### config.mk
export PLATFORM = sky130hd
export DESIGN_NAME = spimcs_top
export DESIGN_NICKNAME = d
export VERILOG_FILES = /design/src/spimcs_sync2.v /design/src/spimcs_buf2.v /design/src/spimcs_top.v
export VERILOG_INCLUDE_DIRS = /design/src /design/src/src
export SDC_FILE = /design/constraint.sdc
export NUM_CORES = 1
export LEC_CHECK = 0
export ABC_CLOCK_PERIOD_IN_PS = 10800
export BUFFER_PORTS_ARGS = -buffer_cell sky130_fd_sc_hd__buf_2
export CAP_MARGIN = 15
export CORE_MARGIN = 3
export CORE_UTILIZATION = 48
export DETAILED_ROUTE_END_ITERATION = 10
export PLACE_DENSITY = 0.76
export SLEW_MARGIN = 40
export SYNTH_ARGS = -nofsm -noshare
export SYNTH_HDL_FRONTEND = slang
export SYNTH_HIERARCHICAL = 1
export SYNTH_SLANG_ARGS = --single-unit
### constraint.sdc
create_clock -name mclk_i -period 10.8 [get_ports mclk_i]
set_input_delay 1.08 -clock mclk_i [delete_from_list [all_inputs] [get_ports mclk_i]]
set_output_delay 1.08 -clock mclk_i [all_outputs]
set_load 0.1 [all_outputs]
### src/spimcs_defines.vh
// constants shared by the chip-select control block
`ifndef SPIMCS_DEFINES_VH
`define SPIMCS_DEFINES_VH

// transmit word layout
`define SPIMCS_TD_LSB        0
`define SPIMCS_TD_MSB        15
`define SPIMCS_SEL_LSB       16
`define SPIMCS_SEL_MSB       19
`define SPIMCS_FINAL_BIT     24
`define SPIMCS_WORD_W        32

// select lines and word length
`define SPIMCS_SEL_IDLE      4'hF
`define SPIMCS_BITS_MIN      5'd8
`define SPIMCS_BITS_MAX      5'd16
`define SPIMCS_BITS_TOP      4'h8

// state codes
`define SPIMCS_ST_IDLE       3'd0
`define SPIMCS_ST_LEAD       3'd1
`define SPIMCS_ST_SHIFT      3'd2
`define SPIMCS_ST_WGAP       3'd3
`define SPIMCS_ST_HOLD       3'd4
`define SPIMCS_ST_CSGAP      3'd5

// timing: serial clock half period and least select gap, in mclk cycles
`define SPIMCS_HALF_CYC      9'd4
`define SPIMCS_MIN_GAP_CYC   9'd1

`endif

### src/spimcs_sync2.v
// two flip-flop synchroniser for a level from another domain
`timescale 1ns/1ns
`default_nettype none
module spimcs_sync2 (
  input  wire mclk_i,
  input  wire resetn_i,
  input  wire async_i,
  output wire sync_o
);
  reg meta_ff;
  reg sync_ff;

  always @(posedge mclk_i or negedge resetn_i) begin
    if (!resetn_i) begin
      meta_ff <= 1'b0;
      sync_ff <= 1'b0;
    end else begin
      meta_ff <= async_i;
      sync_ff <= meta_ff;
    end
  end

  assign sync_o = sync_ff;
endmodule
`default_nettype wire

### src/spimcs_buf2.v
// two-entry buffer with valid and ready on both sides
`timescale 1ns/1ns
`default_nettype none
module spimcs_buf2 #(
  parameter W = 32
) (
  input  wire         mclk_i,
  input  wire         resetn_i,
  input  wire         in_valid_i,
  output wire         in_ready_o,
  input  wire [W-1:0] in_data_i,
  output wire         out_valid_o,
  input  wire         out_ready_i,
  output wire [W-1:0] out_data_o
);
  reg [W-1:0] ent0_ff;
  reg [W-1:0] ent1_ff;
  reg [1:0]   cnt_ff;
  reg         ready_ff;

  wire push = in_valid_i & ready_ff;
  wire pop  = out_ready_i & (cnt_ff != 2'd0);
  reg  [1:0] nxt_cnt;

  always @* begin
    nxt_cnt = cnt_ff;
    if (push & ~pop) begin
      nxt_cnt = cnt_ff + 2'd1;
    end else if (pop & ~push) begin
      nxt_cnt = cnt_ff - 2'd1;
    end
  end

  always @(posedge mclk_i or negedge resetn_i) begin
    if (!resetn_i) begin
      ent0_ff  <= {W{1'b0}};
      ent1_ff  <= {W{1'b0}};
      cnt_ff   <= 2'd0;
      ready_ff <= 1'b1;
    end else begin
      // entry 0 is always the head
      if (pop) begin
        ent0_ff <= (cnt_ff == 2'd2) ? ent1_ff : in_data_i;
      end else if (push & (cnt_ff == 2'd0)) begin
        ent0_ff <= in_data_i;
      end
      if (push & ((cnt_ff == 2'd1 & ~pop) | (cnt_ff == 2'd2))) begin
        ent1_ff <= in_data_i;
      end
      cnt_ff   <= nxt_cnt;
      ready_ff <= (nxt_cnt != 2'd2);
    end
  end

  assign in_ready_o  = ready_ff;
  assign out_valid_o = (cnt_ff != 2'd0);
  assign out_data_o  = ent0_ff;
endmodule
`default_nettype wire

### src/spimcs_top.v
// serial master chip-select control with word shifter
`timescale 1ns/1ns
`include "spimcs_defines.vh"
`default_nettype none

module spimcs_top (
  input  wire        mclk_i,
  input  wire        resetn_i,
  input  wire        enable_i,
  input  wire        select_mode_bit_i,
  input  wire        select_decode_enable_i,
  input  wire [3:0]  slave_select_field_i,
  input  wire        dma_halfword_i,
  input  wire [7:0]  inter_select_delay_i,
  input  wire [15:0] word_bits_i,
  input  wire [3:0]  keep_select_active_i,
  input  wire [3:0]  force_select_release_i,
  input  wire [31:0] inter_word_delay_i,
  input  wire        final_word_cmd_i,
  input  wire        tx_valid_i,
  output wire        tx_ready_o,
  input  wire [31:0] tx_data_i,
  output wire        tx_holding_empty_o,
  input  wire        miso_i,
  output wire        sclk_o,
  output wire        mosi_o,
  output wire [3:0]  select_lines_o,
  output wire [15:0] rx_data_o,
  output wire        rx_valid_o,
  output wire        busy_o
);
  //////////////////////////////////////////////////////////////////////////
  // input buffer and miso synchroniser

  wire        buf_valid;
  wire [31:0] buf_data;
  wire        buf_in_ready;
  wire        miso_s;
  reg         do_pop;

  spimcs_buf2 #(
    .W (`SPIMCS_WORD_W)
  ) u_buf (
    .mclk_i      (mclk_i),
    .resetn_i    (resetn_i),
    .in_valid_i  (tx_valid_i),
    .in_ready_o  (buf_in_ready),
    .in_data_i   (tx_data_i),
    .out_valid_o (buf_valid),
    .out_ready_i (do_pop),
    .out_data_o  (buf_data)
  );

  spimcs_sync2 u_miso (
    .mclk_i   (mclk_i),
    .resetn_i (resetn_i),
    .async_i  (miso_i),
    .sync_o   (miso_s)
  );

  //////////////////////////////////////////////////////////////////////////
  // head word decode

  reg [2:0]  state_ff;
  reg [8:0]  cnt_ff;
  reg [3:0]  sel_ff;
  reg        sclk_ff;
  reg        mosi_ff;
  reg [15:0] sh_ff;
  reg [15:0] rx_ff;
  reg [4:0]  bit_ff;
  reg [1:0]  cur_cfg_ff;
  reg        cur_last_ff;
  reg        final_pend_ff;
  reg [15:0] rx_data_ff;
  reg        rx_valid_ff;
  reg        empty_ff;
  reg        busy_ff;

  wire [3:0]  hd_pcs;
  wire        hd_last;
  wire [15:0] hd_data;
  reg  [3:0]  hd_lines;
  reg  [1:0]  hd_cfg;
  wire        hd_ok;
  wire [3:0]  hd_bits_raw;
  wire [4:0]  hd_nbits;
  wire [15:0] hd_aligned;

  // field from the word only in variable mode
  assign hd_pcs  = select_mode_bit_i ?
                   buf_data[`SPIMCS_SEL_MSB:`SPIMCS_SEL_LSB] :
                   slave_select_field_i;
  assign hd_last = select_mode_bit_i & buf_data[`SPIMCS_FINAL_BIT];
  assign hd_data = (~select_mode_bit_i & ~dma_halfword_i) ?
                   {8'h00, buf_data[7:0]} :
                   buf_data[`SPIMCS_TD_MSB:`SPIMCS_TD_LSB];

  always @* begin
    hd_lines = `SPIMCS_SEL_IDLE;
    hd_cfg   = 2'd0;
    if (select_decode_enable_i) begin
      hd_lines = hd_pcs;
      hd_cfg   = hd_pcs[3:2];
    end else if (!hd_pcs[0]) begin
      hd_lines = 4'hE;
      hd_cfg   = 2'd0;
    end else if (!hd_pcs[1]) begin
      hd_lines = 4'hD;
      hd_cfg   = 2'd1;
    end else if (!hd_pcs[2]) begin
      hd_lines = 4'hB;
      hd_cfg   = 2'd2;
    end else if (!hd_pcs[3]) begin
      hd_lines = 4'h7;
      hd_cfg   = 2'd3;
    end
  end

  // all ones names nobody: it is the idle code
  assign hd_ok = (hd_pcs != `SPIMCS_SEL_IDLE);

  assign hd_bits_raw = word_bits_i[{hd_cfg, 2'b00} +: 4];
  assign hd_nbits    = (hd_bits_raw > `SPIMCS_BITS_TOP) ? `SPIMCS_BITS_MAX :
                       (`SPIMCS_BITS_MIN + {1'b0, hd_bits_raw});
  // left-align so the msb always leaves from bit 15
  assign hd_aligned  = hd_data << (`SPIMCS_BITS_MAX - hd_nbits);

  wire        same_slave = hd_ok & (hd_lines == sel_ff);
  wire        cur_keep   = keep_select_active_i[cur_cfg_ff];
  wire        cur_force  = force_select_release_i[cur_cfg_ff];
  wire        done_last  = cur_last_ff | final_pend_ff;
  wire [7:0]  wgap_cur   = inter_word_delay_i[{cur_cfg_ff, 3'b000} +: 8];
  wire [8:0]  csgap      = ({1'b0, inter_select_delay_i} <
                            `SPIMCS_MIN_GAP_CYC) ? `SPIMCS_MIN_GAP_CYC :
                           {1'b0, inter_select_delay_i};

  //////////////////////////////////////////////////////////////////////////
  // sequencing

  reg [2:0] nxt_state;
  reg       do_load;
  reg       do_release;
  reg       do_drop;

  always @* begin
    nxt_state  = state_ff;
    do_load    = 1'b0;
    do_release = 1'b0;
    do_drop    = 1'b0;
    do_pop     = 1'b0;
    case (state_ff)
      `SPIMCS_ST_IDLE: begin
        if (enable_i & buf_valid) begin
          if (hd_ok) begin
            do_load = 1'b1;
          end else begin
            do_drop = 1'b1;
          end
        end
      end
      `SPIMCS_ST_LEAD: begin
        if (cnt_ff == 9'd0) begin
          nxt_state = `SPIMCS_ST_SHIFT;
        end
      end
      `SPIMCS_ST_SHIFT: begin
        if (cnt_ff == 9'd0 & sclk_ff & bit_ff == 5'd1) begin
          nxt_state = `SPIMCS_ST_WGAP;
        end
      end
      `SPIMCS_ST_WGAP: begin
        if (cnt_ff == 9'd0) begin
          if (done_last) begin
            do_release = 1'b1;
          end else if (buf_valid & same_slave) begin
            if (!cur_keep & cur_force) begin
              do_release = 1'b1;
            end else begin
              do_load = 1'b1;
            end
          end else if (buf_valid) begin
            do_release = 1'b1;
          end else if (cur_keep) begin
            nxt_state = `SPIMCS_ST_HOLD;
          end else begin
            do_release = 1'b1;
          end
        end
      end
      `SPIMCS_ST_HOLD: begin
        if (final_pend_ff) begin
          do_release = 1'b1;
        end else if (buf_valid & same_slave) begin
          do_load = 1'b1;
        end else if (buf_valid | ~enable_i) begin
          do_release = 1'b1;
        end
      end
      `SPIMCS_ST_CSGAP: begin
        if (cnt_ff == 9'd0) begin
          nxt_state = `SPIMCS_ST_IDLE;
        end
      end
      default: begin
        nxt_state = `SPIMCS_ST_IDLE;
      end
    endcase
    if (do_load) begin
      nxt_state = `SPIMCS_ST_LEAD;
    end
    if (do_release) begin
      nxt_state = `SPIMCS_ST_CSGAP;
    end
    do_pop = do_load | do_drop;
  end

  //////////////////////////////////////////////////////////////////////////
  // registers

  always @(posedge mclk_i or negedge resetn_i) begin
    if (!resetn_i) begin
      state_ff      <= `SPIMCS_ST_IDLE;
      cnt_ff        <= 9'd0;
      sel_ff        <= `SPIMCS_SEL_IDLE;
      sclk_ff       <= 1'b0;
      mosi_ff       <= 1'b0;
      sh_ff         <= 16'h0000;
      rx_ff         <= 16'h0000;
      bit_ff        <= 5'd0;
      cur_cfg_ff    <= 2'd0;
      cur_last_ff   <= 1'b0;
      final_pend_ff <= 1'b0;
      rx_data_ff    <= 16'h0000;
      rx_valid_ff   <= 1'b0;
      empty_ff      <= 1'b1;
      busy_ff       <= 1'b0;
    end else begin
      state_ff    <= nxt_state;
      rx_valid_ff <= 1'b0;
      busy_ff     <= (nxt_state != `SPIMCS_ST_IDLE);
      empty_ff    <= buf_in_ready;
      if (cnt_ff != 9'd0) begin
        cnt_ff <= cnt_ff - 9'd1;
      end
      // set wins over the clear done by a release
      if (final_word_cmd_i) begin
        final_pend_ff <= 1'b1;
      end else if (do_release) begin
        final_pend_ff <= 1'b0;
      end
      if (do_load) begin
        sel_ff      <= hd_lines;
        cur_cfg_ff  <= hd_cfg;
        cur_last_ff <= hd_last;
        sh_ff       <= hd_aligned;
        mosi_ff     <= hd_aligned[15];
        bit_ff      <= hd_nbits;
        cnt_ff      <= `SPIMCS_HALF_CYC - 9'd1;
        sclk_ff     <= 1'b0;
      end else if (do_release) begin
        sel_ff      <= `SPIMCS_SEL_IDLE;
        cnt_ff      <= csgap - 9'd1;
        cur_last_ff <= 1'b0;
      end else if (state_ff == `SPIMCS_ST_LEAD & cnt_ff == 9'd0) begin
        cnt_ff <= `SPIMCS_HALF_CYC - 9'd1;
      end else if (state_ff == `SPIMCS_ST_SHIFT & cnt_ff == 9'd0) begin
        if (!sclk_ff) begin
          sclk_ff <= 1'b1;
          rx_ff   <= {rx_ff[14:0], miso_s};
          cnt_ff  <= `SPIMCS_HALF_CYC - 9'd1;
        end else begin
          sclk_ff <= 1'b0;
          bit_ff  <= bit_ff - 5'd1;
          if (bit_ff == 5'd1) begin
            rx_data_ff  <= rx_ff;
            rx_valid_ff <= 1'b1;
            cnt_ff      <= {1'b0, wgap_cur};
          end else begin
            sh_ff   <= {sh_ff[14:0], 1'b0};
            mosi_ff <= sh_ff[14];
            cnt_ff  <= `SPIMCS_HALF_CYC - 9'd1;
          end
        end
      end
    end
  end

  assign tx_ready_o         = buf_in_ready;
  assign tx_holding_empty_o = empty_ff;
  assign sclk_o             = sclk_ff;
  assign mosi_o             = mosi_ff;
  assign select_lines_o     = sel_ff;
  assign rx_data_o          = rx_data_ff;
  assign rx_valid_o         = rx_valid_ff;
  assign busy_o             = busy_ff;
endmodule
`default_nettype wire

==> reports/summary.json <==
{
  "grt_max_degree": 83,
  "ctsLongestPathBuffers": 2,
  "worst_ep_arrival_time_ns": 5.07,
  "period_share_pct": 43.6,
  "synth_cells": 714,
  "dp_hpwl_microns": 12100,
  "routed_wire_length_per_instance_microns": 16.8,
  "final.min_clock_period_ns": 4.70,
  "numClockSinks": 124,
  "htreeDepth": 4,
  "max_cap_violations": 0,
  "placementRows": 44,
  "cells_along_the_critical_path": "buf_2 -> mux2_4 -> and2_4 -> nor3_2 -> a211o_1 -> nand2_2 -> ha_2 -> nor2_1 -> a221oi_1 -> nor2_1 -> nor4_1 -> nor3_1 -> o21ai_0 -> a22o_1",
  "critical_path_class": "in -> reg",
  "power_density_nw_per_um2": 260,
  "post_syn_area_sq_um": 7290,
  "post-route-drc-count": 0,
  "die_area_sq_um": 16700,
  "place_worst_setup_slack_ns": 5.72,
  "worst_path_largest_cell_delay_ns": 0.77,
  "power.leakage_nw": 3.98,
  "post-cts-setup-buffer-count": 0,
  "hold_buffers": 0,
  "critical_path_required_ns": 11.17,
  "ant_nets": 0,
  "final_nets": 935,
  "cts_tree": "yes",
  "max-vdd-ir-drop_mv": 0.175,
  "final.setup_skew_ns": 0.0139,
  "worst_r2r_startpoint": "u_buf/out_data_o[16]",
  "setup_slack_ns": 6.10,
  "ys_warnings": 6,
  "worstSkewPairLatency_ns": 0.43,
  "largest_fanout_on_the_critical_path": 29,
  "drt_first_pass_iters": 5,
  "min_delay_worst_endpoint": "u_miso/sync_o",
  "gr-usage-all-layers_pct": 21.2,
  "max_freq_ghz": 0.213,
  "finalMaxSlewViolations": 0,
  "r2r_worst_path_depth": 13,
  "outcome": "finished clean",
  "worst_path_max_delay_cell": "ha_2",
  "crit_family": "simple AND/OR/NAND/NOR gates",
  "post_cts_resized": 0,
  "cell_seen_most_often_among_critical_path_stages": "nor2_1",
  "holdCritStartpoint": "u_miso/meta_ff",
  "grt_setup_unrepaired": "false",
  "vias": 5957,
  "syn_area_per_cell_sq_um": 10.2,
  "syn-num-nets": 831,
  "rrSetupSlack_ns": 6.63,
  "numCtsBuffers": 17,
  "grt_overflow_total": 0,
  "syn2layout_area_growth_pct": 18.1,
  "setup_total_negative_slack_ns": 0,
  "drt-total-wl_microns": 17100,
  "grt_pass1_wl_microns": 28400,
  "placeableCoreArea_sq_um": 14700,
  "post_drt_via_cell_ratio": 5.87,
  "initial_utilization_pct": 49.6,
  "buffer_ports.inserted": 123,
  "layout-drive-gt1-share_pct": 30.0,
  "min_delay_path_depth": 0,
  "worst_pin_slew_ns": 0.820,
  "crit_buf_inv": 1,
  "slew_hr_pct": 45.4,
  "report.final.hold_viol_count": 0,
  "drt-initial-drc-count": 406,
  "worst_hold_path_type": "reg -> reg",
  "cts_root_buffer": "clkbuf_16",
  "critPathLaunchType": "input pin",
  "antenna_found_initial": 0,
  "first_global_vias": 5819,
  "timing.critical_path.from": "select_mode_bit_i",
  "die-width_microns": 129,
  "gp_routability_congestion": 0.862,
  "setup-violations-final": 0,
  "reg2reg_to": "mosi_o",
  "antennaDiodeCount": 0,
  "die_height_microns": 129,
  "clk_transition_reported_paths_ns": 0.06,
  "timing.critical_path.to_type": "flip-flop",
  "io_pins": 135
}
state kept, by name, summed over array words and instances (netlist names), 3 cells and up:
| register | flops |
|---|---|
| rx_data_o | 16 |
| sh_ff | 15 |
| rx_ff | 16 |
| state_ff | 3 |
| select_lines_o | 4 |
| cnt_ff | 9 |
| bit_ff | 5 |
| u_buf/out_data_o | 21 |
| u_buf/ent1_ff | 21 |
how the worst max path moves through the flow:
stage,endpoint,slack (ns),cells past startpoint
2_1_floorplan,mosi_o,6.30,14
3_3_place_gp,mosi_o,5.11,14
3_5_place_dp,mosi_o,5.72,14
4_1_cts,mosi_o,6.14,14
5_1_grt,mosi_o,5.61,14
6_report,mosi_o,6.10,14
layer usage:
layer  vias up  GRT usage, %  part of all wire [%]
met1      2930          29.0                    45
met5         -             0                     0
met2       192          32.8                    47
li1       2812             -                     -
met3        23          5.36                   6.7
met4         0          7.54                   1.6
report_power, final:
group / switching, mW / internal (mW) / leakage, nW
Clock: 0.214 / 0.376 / 0.290
Combinational: 0.491 / 0.428 / 2.15
Sequential: 0.129 / 0.602 / 1.54
Total: 0.833 / 1.41 / 3.98
cell type report:
class	instances	area [sq um]
Timing Repair Buffer	128	677
Clock buffer	20	457
Sequential cell	124	3110
Tap cell	184	230
Multi-Input combinational cell	528	3910
Inverter	19	71.3
Fill cell	1264	6090
Clock inverter	12	160
cells in the final DEF (no fill, tap or decap), drive strengths merged, types with 5 or more instances in the layout:
cell type  count
xnor2         14
a21oi         19
buf          127
nand2b         7
xor2          10
a22oi          8
a221oi         5
o21ai         34
mux2i         18
nand2         77
a31oi          5
a211o          6
nor2          95
o211ai         7
mux2          48
mux4          19
inv           22
nor2b          8
nor3          13
o22ai         26
ha             8
clkbuf        21
dfrtp        118
nand3         17
dfstp          6
or3            7
a22o           9
metrics by stage:
step	power (mW)	instance area, sq um	instances	hold WS (ns)	utilization [%]
global route	2.38	8610	1015	0.391	58.6
detailed placement	1.63	7970	982	0.350	54.2
finish	2.24	8610	1015	0.379	58.6
floorplan	1.45	7290	714	0.331	-
global placement	1.61	7940	981	0.370	54.0
CTS	2.23	8590	1014	0.384	58.4
Power figures use the tool's default switching activity.
